### config.mk
export PLATFORM = sky130hd
export DESIGN_NAME = mcu_alu_core
export DESIGN_NICKNAME = d
export VERILOG_FILES = /design/src/core/alu_timing_pkg.sv /design/src/core/alu_decode_if.sv /design/src/core/alu_op_decode.sv /design/src/core/mcu_alu_core.sv
export VERILOG_INCLUDE_DIRS = /design/src /design/src/core
export SDC_FILE = /design/constraint.sdc
export NUM_CORES = 1
export LEC_CHECK = 0
export ABC_AREA = 1
export BUFFER_PORTS_ARGS = -buffer_cell sky130_fd_sc_hd__buf_2
export CORE_MARGIN = 2
export CORE_UTILIZATION = 25
export CTS_BUF_LIST = sky130_fd_sc_hd__clkbuf_8 sky130_fd_sc_hd__clkbuf_16
export DETAILED_ROUTE_END_ITERATION = 7
export GPL_TIMING_DRIVEN = 0
export PLACE_DENSITY = 0.36
export SLEW_MARGIN = 20
export SYNTH_ARGS = -nofsm -noshare
export SYNTH_HDL_FRONTEND = slang
export SYNTH_SLANG_ARGS = --single-unit
### constraint.sdc
create_clock -name clk_sys -period 21 [get_ports clk_sys]
set_clock_uncertainty 0.2 [all_clocks]
set_input_delay 4.2 -clock clk_sys [delete_from_list [all_inputs] [get_ports clk_sys]]
set_output_delay 4.2 -clock clk_sys [all_outputs]
set_load 0.05 [all_outputs]
### src/core/alu_timing_cfg.svh
`ifndef ALU_TIMING_CFG_SVH
`define ALU_TIMING_CFG_SVH
// ****************
// clock and timing
// ****************
`define CLK_PERIOD_NS 4
`define INSN_CYCLE_NS 4
`define CLK_PER_CYCLE (`INSN_CYCLE_NS / `CLK_PERIOD_NS)
`define CYC_W 3
`define CYC_ONE 3'h1
`define CYC_TWO 3'h2
`define CYC_THREE 3'h3
`define CYC_FOUR 3'h4
`define CYC_FIVE 3'h5
// ****************
// fixed opcodes
// ****************
`define OPC_MUL 8'hA4
`define OPC_DIV 8'h84
`define OPC_DA 8'hD4
`define OPC_CLR 8'hE4
`define OPC_CPL 8'hF4
`define OPC_SWAP 8'hC4
`define OPC_INC_A 8'h04
`define OPC_INC_DIR 8'h05
`define OPC_ANL_DIR_IMM 8'h53
`define OPC_ADD_RN 5'h05
`define OPC_SUBTRACT_WITH_BORROW_OP_RN 5'h13
`define OPC_ADD_DIR 8'h25
`define OPC_SUBTRACT_WITH_BORROW_OP_DIR 8'h95
`define OPC_DEC_DIR 8'h15
`define OPC_ORL_DIR_A 8'h42
`define OPC_XRL_DIR 8'h65
`define OPC_MOV_A_IMM 8'h74
`define OPC_MOV_RN_DIR 5'h15
`define OPC_MOV_DIR_RN 5'h11
// ****************
// status word layout and resets
// ****************
`define PSW_CY 7
`define PSW_AC 6
`define PSW_OV 2
`define PSW_P 0
`define ACC_RST 8'h00
`define BYTE_ZERO 8'h00
`define BCD_MAX 4'h9
`define BCD_LO_FIX 9'h006
`define BCD_HI_FIX 9'h060
`endif

### src/core/alu_timing_pkg.sv
package alu_timing_pkg;
  `include "alu_timing_cfg.svh"
  typedef enum logic [4:0] {
    OP_NONE, OP_ADD, OP_ADD_WITH_CARRY_OP, OP_SUBTRACT_WITH_BORROW_OP, OP_INC, OP_DEC, OP_MUL, OP_DIV,
    OP_DA, OP_AND, OP_OR, OP_XOR, OP_CLR, OP_CPL, OP_RL, OP_RLC, OP_RR,
    OP_RRC, OP_SWAP, OP_MOV
  } op_class_t;
  typedef enum logic [1:0] {Y_OPND, Y_IMM, Y_ACC} y_sel_t;
  typedef enum logic {X_ACC, X_OPND} x_sel_t;
  typedef enum logic [1:0] {DST_NONE, DST_ACC, DST_EXT, DST_AB} dst_t;
  typedef enum logic {ST_IDLE = 1'b0, ST_EXEC = 1'b1} state_t;
  typedef struct packed {
    state_t state;
    logic [`CYC_W-1:0] count;
    op_class_t cls;
    y_sel_t ySel;
    x_sel_t xSel;
    dst_t dst;
    logic [7:0] operand;
    logic [7:0] imm;
    logic [7:0] acc;
    logic [7:0] b;
    logic cy;
    logic ac;
    logic ov;
    logic par;
    logic [7:0] result;
    logic resWr;
    logic done;
  } alu_state_t;
endpackage

### src/core/alu_decode_if.sv
`timescale 1ns/1ps
`default_nettype none
`include "alu_timing_cfg.svh"
interface alu_decode_if;
  import alu_timing_pkg::*;
  logic [7:0] opcode;
  op_class_t cls;
  y_sel_t ySel;
  x_sel_t xSel;
  dst_t dst;
  logic [`CYC_W-1:0] cycles;
  modport dec (input opcode, output cls, ySel, xSel, dst, cycles);
  modport core (output opcode, input cls, ySel, xSel, dst, cycles);
endinterface
`default_nettype wire

### src/core/alu_op_decode.sv
`timescale 1ns/1ps
`default_nettype none
`include "alu_timing_cfg.svh"
module alu_op_decode
  import alu_timing_pkg::*;
(
  alu_decode_if.dec dec
);
  logic [3:0] hi;
  logic [3:0] lo;
  logic isRn;
  assign hi = dec.opcode[7:4];
  assign lo = dec.opcode[3:0];
  assign isRn = dec.opcode[3];

  always_comb begin
    dec.cls = OP_NONE;
    dec.ySel = Y_OPND;
    dec.xSel = X_ACC;
    dec.dst = DST_NONE;
    dec.cycles = `CYC_ONE;
    case (hi)
      4'h2, 4'h3, 4'h9, 4'h4, 4'h5, 4'h6: begin
        case (hi)
          4'h2: dec.cls = OP_ADD;
          4'h3: dec.cls = OP_ADD_WITH_CARRY_OP;
          4'h9: dec.cls = OP_SUBTRACT_WITH_BORROW_OP;
          4'h4: dec.cls = OP_OR;
          4'h5: dec.cls = OP_AND;
          default: dec.cls = OP_XOR;
        endcase
        if (isRn) begin
          dec.dst = DST_ACC;
        end else if (lo == 4'h4 || lo == 4'h5 || lo == 4'h6 || lo == 4'h7) begin
          dec.dst = DST_ACC;
          dec.cycles = `CYC_TWO;
          dec.ySel = (lo == 4'h4) ? Y_IMM : Y_OPND;
        end else if ((lo == 4'h2 || lo == 4'h3) && (hi == 4'h4 || hi == 4'h5
            || hi == 4'h6)) begin
          dec.dst = DST_EXT;
          dec.xSel = X_OPND;
          dec.ySel = (lo == 4'h2) ? Y_ACC : Y_IMM;
          dec.cycles = (lo == 4'h2) ? `CYC_THREE : `CYC_FOUR;
        end else if (lo == 4'h3 && (hi == 4'h2 || hi == 4'h3)) begin
          dec.cls = (hi == 4'h2) ? OP_RL : OP_RLC;
          dec.dst = DST_ACC;
        end else begin
          dec.cls = OP_NONE;
        end
      end
      4'h0, 4'h1: begin
        dec.cls = (hi == 4'h0) ? OP_INC : OP_DEC;
        if (lo == 4'h4) begin
          dec.dst = DST_ACC;
        end else if (isRn) begin
          dec.dst = DST_EXT;
          dec.xSel = X_OPND;
          dec.cycles = `CYC_TWO;
        end else if (lo == 4'h5 || lo == 4'h6 || lo == 4'h7) begin
          dec.dst = DST_EXT;
          dec.xSel = X_OPND;
          dec.cycles = `CYC_THREE;
        end else if (lo == 4'h3) begin
          dec.cls = (hi == 4'h0) ? OP_RR : OP_RRC;
          dec.dst = DST_ACC;
        end else begin
          dec.cls = OP_NONE;
        end
      end
      4'hA, 4'h8: begin
        if (lo == 4'h4) begin
          dec.cls = (hi == 4'hA) ? OP_MUL : OP_DIV;
          dec.dst = DST_AB;
          dec.cycles = `CYC_FIVE;
        end else if (isRn || lo == 4'h5 || lo == 4'h6 || lo == 4'h7) begin
          dec.cls = OP_MOV;
          dec.dst = DST_EXT;
          dec.cycles = (hi == 4'h8 && isRn) ? `CYC_THREE : `CYC_FOUR;
          if (hi == 4'hA && !isRn) begin
            dec.cls = OP_NONE;
            dec.dst = DST_NONE;
            dec.cycles = `CYC_ONE;
          end
        end
      end
      4'hC: if (lo == 4'h4) begin
        dec.cls = OP_SWAP;
        dec.dst = DST_ACC;
      end
      4'hD: if (lo == 4'h4) begin
        dec.cls = OP_DA;
        dec.dst = DST_ACC;
      end
      4'hE: begin
        if (lo == 4'h4) begin
          dec.cls = OP_CLR;
          dec.dst = DST_ACC;
        end else if (isRn || lo == 4'h5 || lo == 4'h6 || lo == 4'h7) begin
          dec.cls = OP_MOV;
          dec.dst = DST_ACC;
          dec.cycles = isRn ? `CYC_ONE : `CYC_TWO;
        end
      end
      4'hF: begin
        if (lo == 4'h4) begin
          dec.cls = OP_CPL;
          dec.dst = DST_ACC;
        end else if (isRn || lo == 4'h5) begin
          dec.cls = OP_MOV;
          dec.dst = DST_EXT;
          dec.ySel = Y_ACC;
          dec.cycles = isRn ? `CYC_TWO : `CYC_THREE;
        end
      end
      4'h7: begin
        if (lo == 4'h4 || isRn) begin
          dec.cls = OP_MOV;
          dec.ySel = Y_IMM;
          dec.dst = isRn ? DST_EXT : DST_ACC;
          dec.cycles = `CYC_TWO;
        end
      end
      default: dec.cls = OP_NONE;
    endcase
  end
endmodule
`default_nettype wire

### src/core/mcu_alu_core.sv
// Behaviour
// - add with/without carry, subtract with borrow
// - multiply and divide A by B, five cycles
// - bitwise AND, OR, XOR and NOT
// - all arithmetic on unsigned bytes
// - increment or decrement any byte operand
// - accumulator rotates, swap, clear, complement, adjust
// - operands from A, B or outside
// - status word holds carry, overflow, parity
// - add register forms take one cycle
// - direct, indirect, immediate adds take two cycles
// - subtract register one cycle, others two
// - increment A 1, register 2, memory 3
// - decrement A 1, register 2, memory 3
// - AND timings one, two, three, four cycles
// - OR timings one, two, three, four cycles
// - XOR timings one, two, three, four cycles
// - clear, complement, swap, rotates one cycle
// - load accumulator one or two cycles
// - register writes two or four cycles
// - direct writes three or four cycles
// - legacy encodings and results kept
// - one instruction cycle per clock
`timescale 1ns/1ps
`default_nettype none
`include "alu_timing_cfg.svh"
module mcu_alu_core
  import alu_timing_pkg::*;
(
  // clock and reset
  input wire logic clk_sys,
  input wire logic rst,
  // instruction request from decoder
  input wire logic insnStart,
  input wire logic [7:0] opcode,
  input wire logic [7:0] operandIn,
  input wire logic [7:0] immediateIn,
  // architectural state
  output var logic [7:0] accumulator_reg,
  output var logic [7:0] operandBReg,
  output var logic [7:0] processor_status_word,
  // result towards internal buses
  output var logic [7:0] resultOut,
  output var logic resultWrite,
  output var logic insnDone,
  output var logic busy
);
  // ****************
  // state and decode
  // ****************
  alu_state_t s_reg;
  alu_state_t s_next;
  alu_decode_if dec ();
  alu_op_decode decoder (
    .dec(dec)
  );
  assign dec.opcode = opcode;

  logic accept;
  logic finish;
  op_class_t curCls;
  y_sel_t curY;
  x_sel_t curX;
  dst_t curDst;
  logic [7:0] curOpnd;
  logic [7:0] curImm;
  assign accept = insnStart && (s_reg.state == ST_IDLE);
  assign curCls = accept ? dec.cls : s_reg.cls;
  assign curY = accept ? dec.ySel : s_reg.ySel;
  assign curX = accept ? dec.xSel : s_reg.xSel;
  assign curDst = accept ? dec.dst : s_reg.dst;
  assign curOpnd = accept ? operandIn : s_reg.operand;
  assign curImm = accept ? immediateIn : s_reg.imm;
  assign finish = accept ? (dec.cycles == `CYC_ONE)
    : (s_reg.state == ST_EXEC && s_reg.count == `CYC_ONE);

  // ****************
  // datapath
  // ****************
  logic [7:0] x;
  logic [7:0] y;
  logic cin;
  logic [8:0] sum9;
  logic [8:0] diff9;
  logic [4:0] nibSum;
  logic [4:0] nibDiff;
  logic [15:0] prod;
  logic [8:0] daLo;
  logic [8:0] daHi;
  logic [7:0] val;

  always_comb begin
    // operands from accumulator, B register or outside
    x = (curX == X_OPND) ? curOpnd : s_reg.acc;
    case (curY)
      Y_IMM: y = curImm;
      Y_ACC: y = s_reg.acc;
      default: y = curOpnd;
    endcase
    cin = (curCls == OP_ADD_WITH_CARRY_OP) ? s_reg.cy : 1'b0;
    // zero extension only, no sign handling
    sum9 = {1'b0, x} + {1'b0, y} + {8'h00, cin};
    diff9 = {1'b0, x} - {1'b0, y} - {8'h00, s_reg.cy};
    nibSum = {1'b0, x[3:0]} + {1'b0, y[3:0]} + {4'h0, cin};
    nibDiff = {1'b0, x[3:0]} - {1'b0, y[3:0]} - {4'h0, s_reg.cy};
    prod = {8'h00, x} * {8'h00, s_reg.b};
    daLo = {1'b0, s_reg.acc};
    if (s_reg.acc[3:0] > `BCD_MAX || s_reg.ac) begin
      daLo = daLo + `BCD_LO_FIX;
    end
    daHi = daLo;
    if (daLo[8] || daLo[7:4] > `BCD_MAX || s_reg.cy) begin
      daHi = daLo + `BCD_HI_FIX;
    end
  end

  // ****************
  // next state
  // ****************
  always_comb begin
    s_next = s_reg;
    s_next.done = 1'b0;
    s_next.resWr = 1'b0;
    val = x;
    if (accept) begin
      s_next.state = ST_EXEC;
      s_next.count = dec.cycles - `CYC_ONE;
      s_next.cls = dec.cls;
      s_next.ySel = dec.ySel;
      s_next.xSel = dec.xSel;
      s_next.dst = dec.dst;
      s_next.operand = operandIn;
      s_next.imm = immediateIn;
    end else if (s_reg.state == ST_EXEC) begin
      s_next.count = s_reg.count - `CYC_ONE;
    end
    if (finish) begin
      s_next.state = ST_IDLE;
      s_next.done = 1'b1;
      case (curCls)
        OP_ADD, OP_ADD_WITH_CARRY_OP: begin
          val = sum9[7:0];
          s_next.cy = sum9[8];
          s_next.ac = nibSum[4];
          s_next.ov = (x[7] == y[7]) && (sum9[7] != x[7]);
        end
        OP_SUBTRACT_WITH_BORROW_OP: begin
          val = diff9[7:0];
          s_next.cy = diff9[8];
          s_next.ac = nibDiff[4];
          s_next.ov = (x[7] != y[7]) && (diff9[7] != x[7]);
        end
        OP_INC: val = x + 8'h01;
        OP_DEC: val = x - 8'h01;
        OP_AND: val = x & y;
        OP_OR: val = x | y;
        OP_XOR: val = x ^ y;
        OP_CPL: val = ~s_reg.acc;
        OP_CLR: val = `BYTE_ZERO;
        OP_SWAP: val = {s_reg.acc[3:0], s_reg.acc[7:4]};
        OP_RL: val = {s_reg.acc[6:0], s_reg.acc[7]};
        OP_RR: val = {s_reg.acc[0], s_reg.acc[7:1]};
        OP_RLC: begin
          val = {s_reg.acc[6:0], s_reg.cy};
          s_next.cy = s_reg.acc[7];
        end
        OP_RRC: begin
          val = {s_reg.cy, s_reg.acc[7:1]};
          s_next.cy = s_reg.acc[0];
        end
        OP_DA: begin
          val = daHi[7:0];
          s_next.cy = s_reg.cy | daLo[8] | daHi[8];
        end
        OP_MOV: val = y;
        OP_MUL: begin
          s_next.cy = 1'b0;
          s_next.ov = (prod[15:8] != `BYTE_ZERO);
          s_next.acc = prod[7:0];
          s_next.b = prod[15:8];
        end
        OP_DIV: begin
          s_next.cy = 1'b0;
          s_next.ov = (s_reg.b == `BYTE_ZERO);
          if (s_reg.b != `BYTE_ZERO) begin
            s_next.acc = x / s_reg.b;
            s_next.b = x % s_reg.b;
          end
        end
        default: val = x;
      endcase
      // result to accumulator or out onto the buses
      if (curDst == DST_ACC) begin
        s_next.acc = val;
      end else if (curDst == DST_EXT) begin
        s_next.result = val;
        s_next.resWr = 1'b1;
      end
    end
    s_next.par = ^s_next.acc;
  end

  always_ff @(posedge clk_sys or posedge rst) begin
    if (rst) begin
      s_reg <= '0;
    end else begin
      s_reg <= s_next;
    end
  end

  // ****************
  // outputs
  // ****************
  always_comb begin
    processor_status_word = `BYTE_ZERO;
    processor_status_word[`PSW_CY] = s_reg.cy;
    processor_status_word[`PSW_AC] = s_reg.ac;
    processor_status_word[`PSW_OV] = s_reg.ov;
    processor_status_word[`PSW_P] = s_reg.par;
  end
  assign accumulator_reg = s_reg.acc;
  assign operandBReg = s_reg.b;
  assign resultOut = s_reg.result;
  assign resultWrite = s_reg.resWr;
  assign insnDone = s_reg.done;
  assign busy = (s_reg.state == ST_EXEC);
endmodule
`default_nettype wire

==> summary.md <==
| Metric | Value |
|---|---|
| Commonest non-fill, non-tap cell in the layout | nand2_1 |
| Synth Flop Type | dfrtp_1 |
| CP Class | in2reg |
| Post-route ant nets | 0 |
| Synth warnings | 0 |
| Initial antenna violation count | 1 |
| Row count | 75 |
| Netlist Area Pre-Place | 10700 um2 |
| CTS root buf | clkbuf_16 |
| Slew margin rel. | 0.386 |
| Antenna Cells | 0 |
| Initial drt markers | 623 |
| CTS sink cnt | 60 |
| Max reg flops | 29 |
| First-pass GRT wire length | 65200 um |
| Die W | 211 um |
| CTS Buf Count | 9 |
| Reg area | 1500 um2 |
| Min-delay worst type | reg2reg |
| Crit share post-route | 0.914 |
| Largest net degree at the start of global routing | 38 |
| Netlist cell types | 66 |
| Crit-path max FO | 10 |
| Placer Congestion | 0.875 |
| Reg2Reg Setup Slack | 5.44 ns |
| Flop and latch count out of synthesis | 60 |
| Share of synthesized flip-flops with an asynchronous set or reset | 1.00 |
| Max Slew Vio Count | 0 |
| Most frequent cells in the layout | 446 x nand2_1, 212 x inv_1, 174 x nor2_1 |
| CTS Buffer Depth | 2 |
| Setup TNS | 0 ns |
| Number of synthesized flops with an enable pin | 0 |
| Crit end category | flop |
| Routed len/inst | 18.9 um |
| Hold Fails Final Rpt | 0 |
| First-pass DRT Iterations | 5 |
| Worst-Skew Late Latency | 0.37 ns |
| Vias per cell | 4.79 |
| CP required | 21.10 ns |
| Layout cells sized above 1 | 0.140 |
| Area growth syn-to-layout | 12.1% |
| Post-Syn Area per Cell | 6.57 um2 |
| Via count | 10800 |
| H-Tree Depth | 3 |
| Mapped Cells | 1633 |
| Port bufs | 56 |
| DP Wirelength | 34000 um |
| Multi-input logic area | 7960 um2 |
| Status | completed |
| Slowest CP cell | o21ai_4 |
| Fin nets | 1894 |
| CP peak stage delay | 0.52 ns |
| Core area | 42100 um2 |
| Critical path arrival | 19.29 ns |
| Die Y | 211 um |
| Overflow after GRT | 0 |
| Worst Max-Slew Pin Slew | 0.921 ns |
| Starting Density | 0.255 |
| Die Footprint | 44600 um2 |
| CTS tree | done |
| Fin crit period | 19.18 ns |
| Vias in the first global route | 10600 |
| # fillers | 4757 |
| RSZ-0062 raised after global routing | no |
| Io pins | 62 |
| Hold_buf cts | 0 |
| Fmax achieved | 0.0521 GHz |
| Final setup vio count | 0 |
| Clock-pin transition on the worst setup and hold timing paths | 0.06 ns |
| All-Layer GR Usage | 0.197 |
| Routed wire length | 42500 um |
| Worst setup SP type | input pin |
| Post-synthesis sequential area ratio | 0.140 |
| Post-route DRC | 0 |
| Max-cap violation count | 0 |
| Most used cell, CP | nand2_1 |
-- final timing paths --
kind                                       startpoint                                  to  depth (start not counted)
worst max register to register       busy$_DFFE_PP0P_  processor_status_word[0]$_DFF_PP0_                         90
worst min register to register  s_reg[37]$_DFFE_PP0P_               s_reg[37]$_DFFE_PP0P_                          2
max in group asynchronous                         rst               s_reg[37]$_DFFE_PP0P_                          3
worst max-delay path                        opcode[6]  processor_status_word[0]$_DFF_PP0_                         92
min in group asynchronous                         rst        accumulator_reg[0]$_DFF_PP0_                          2
worst min-delay path            s_reg[37]$_DFFE_PP0P_               s_reg[37]$_DFFE_PP0P_                          2
-- metrics by stage --
step / cells / worst slack (ns) / area, um2 / utilization / hold WS [ns]
global placement: 2231 / 1.12 / 11700 / 0.278 / 0.265
finish: 2248 / 1.82 / 12000 / 0.285 / 0.280
CTS: 2248 / 1.43 / 12000 / 0.285 / 0.283
global route: 2248 / 0.162 / 12000 / 0.285 / 0.300
detailed placement: 2233 / 1.05 / 11700 / 0.279 / 0.266
floorplan: 1636 / 5.14 / 10700 / - / 0.245
-- layout make-up --
cell class	instances	area share
Clock buffer	11	0.0210
Timing Repair Buffer	58	0.0262
Clock inverter	4	0.00208
Buffer	66	0.0346
Multi-Input combinational cell	1279	0.662
Sequential cell	60	0.125
Tap cell	539	0.0561
Inverter	231	0.0730
-- per-layer routing --
layer / share of wire / track usage
met5: 0.00031 / 0
met4: 0.021 / 0.0537
met3: 0.038 / 0.0248
met2: 0.48 / 0.337
met1: 0.46 / 0.260
-- critical path: cells and delay by family --
family	cells	cell delay [ns]
AO/OA/AOI/OAI	23	5.11
adder cells (fa/ha/maj)	8	2.78
buffers and inverters	14	2.07
AND/OR/NAND/NOR	47	5.11
-- logic make-up (layout without fill, tap and decap cells) --
| kind of cell | after synthesis | after routing | synth area share |
|---|---|---|---|
| buffers and inverters | 297 | 370 | 0.120 |
| AO/OA/AOI/OAI | 218 | 218 | 0.129 |
| flip-flops | 60 | 60 | 0.140 |
| adder cells (fa/ha/maj) | 162 | 162 | 0.218 |
| multiplexers | 1 | 1 | 0.00105 |
| AND/OR/NAND/NOR | 842 | 842 | 0.349 |
| other | 1 | 4 | 0.000350 |
| XOR/XNOR | 52 | 52 | 0.0425 |
-- timing repair --
action	4_1_cts	5_1_grt
setup buffers	0	0
resized for setup	0	1
hold endpoints to repair	0	0
setup endpoints to repair	0	1
-- Yosys cell counts (all sizes together) (2+ instances only) --
library cell / instances / area share
dfrtp: 60 / 0.14
a21boi: 3 / 0.0035
a21o: 3 / 0.0021
inv: 227 / 0.080
and2: 2 / 0.0012
nand4: 12 / 0.0070
nor4: 3 / 0.0017
clkinv: 4 / 0.0019
nor3: 14 / 0.0070
o211ai: 11 / 0.0077
a22oi: 11 / 0.0077
nand3: 118 / 0.061
a211oi: 5 / 0.0035
o21a: 9 / 0.0063
o21ai: 76 / 0.041
nor2: 194 / 0.078
o21bai: 8 / 0.0056
a31oi: 5 / 0.0029
o31ai: 3 / 0.0021
xnor2: 21 / 0.017
clkbuf: 14 / 0.0049
o22ai: 2 / 0.0012
xor2: 31 / 0.025
nand2: 474 / 0.18
o221ai: 2 / 0.0016
fa: 42 / 0.078
o41ai: 2 / 0.0016
or2: 17 / 0.0099
nand3b: 4 / 0.0028
a21oi: 72 / 0.036
ha: 120 / 0.14
buf: 52 / 0.034
Power is left out: the tool's default activity adds up to more than one toggle a clock period on the data nets, which glitch-free logic cannot reach.
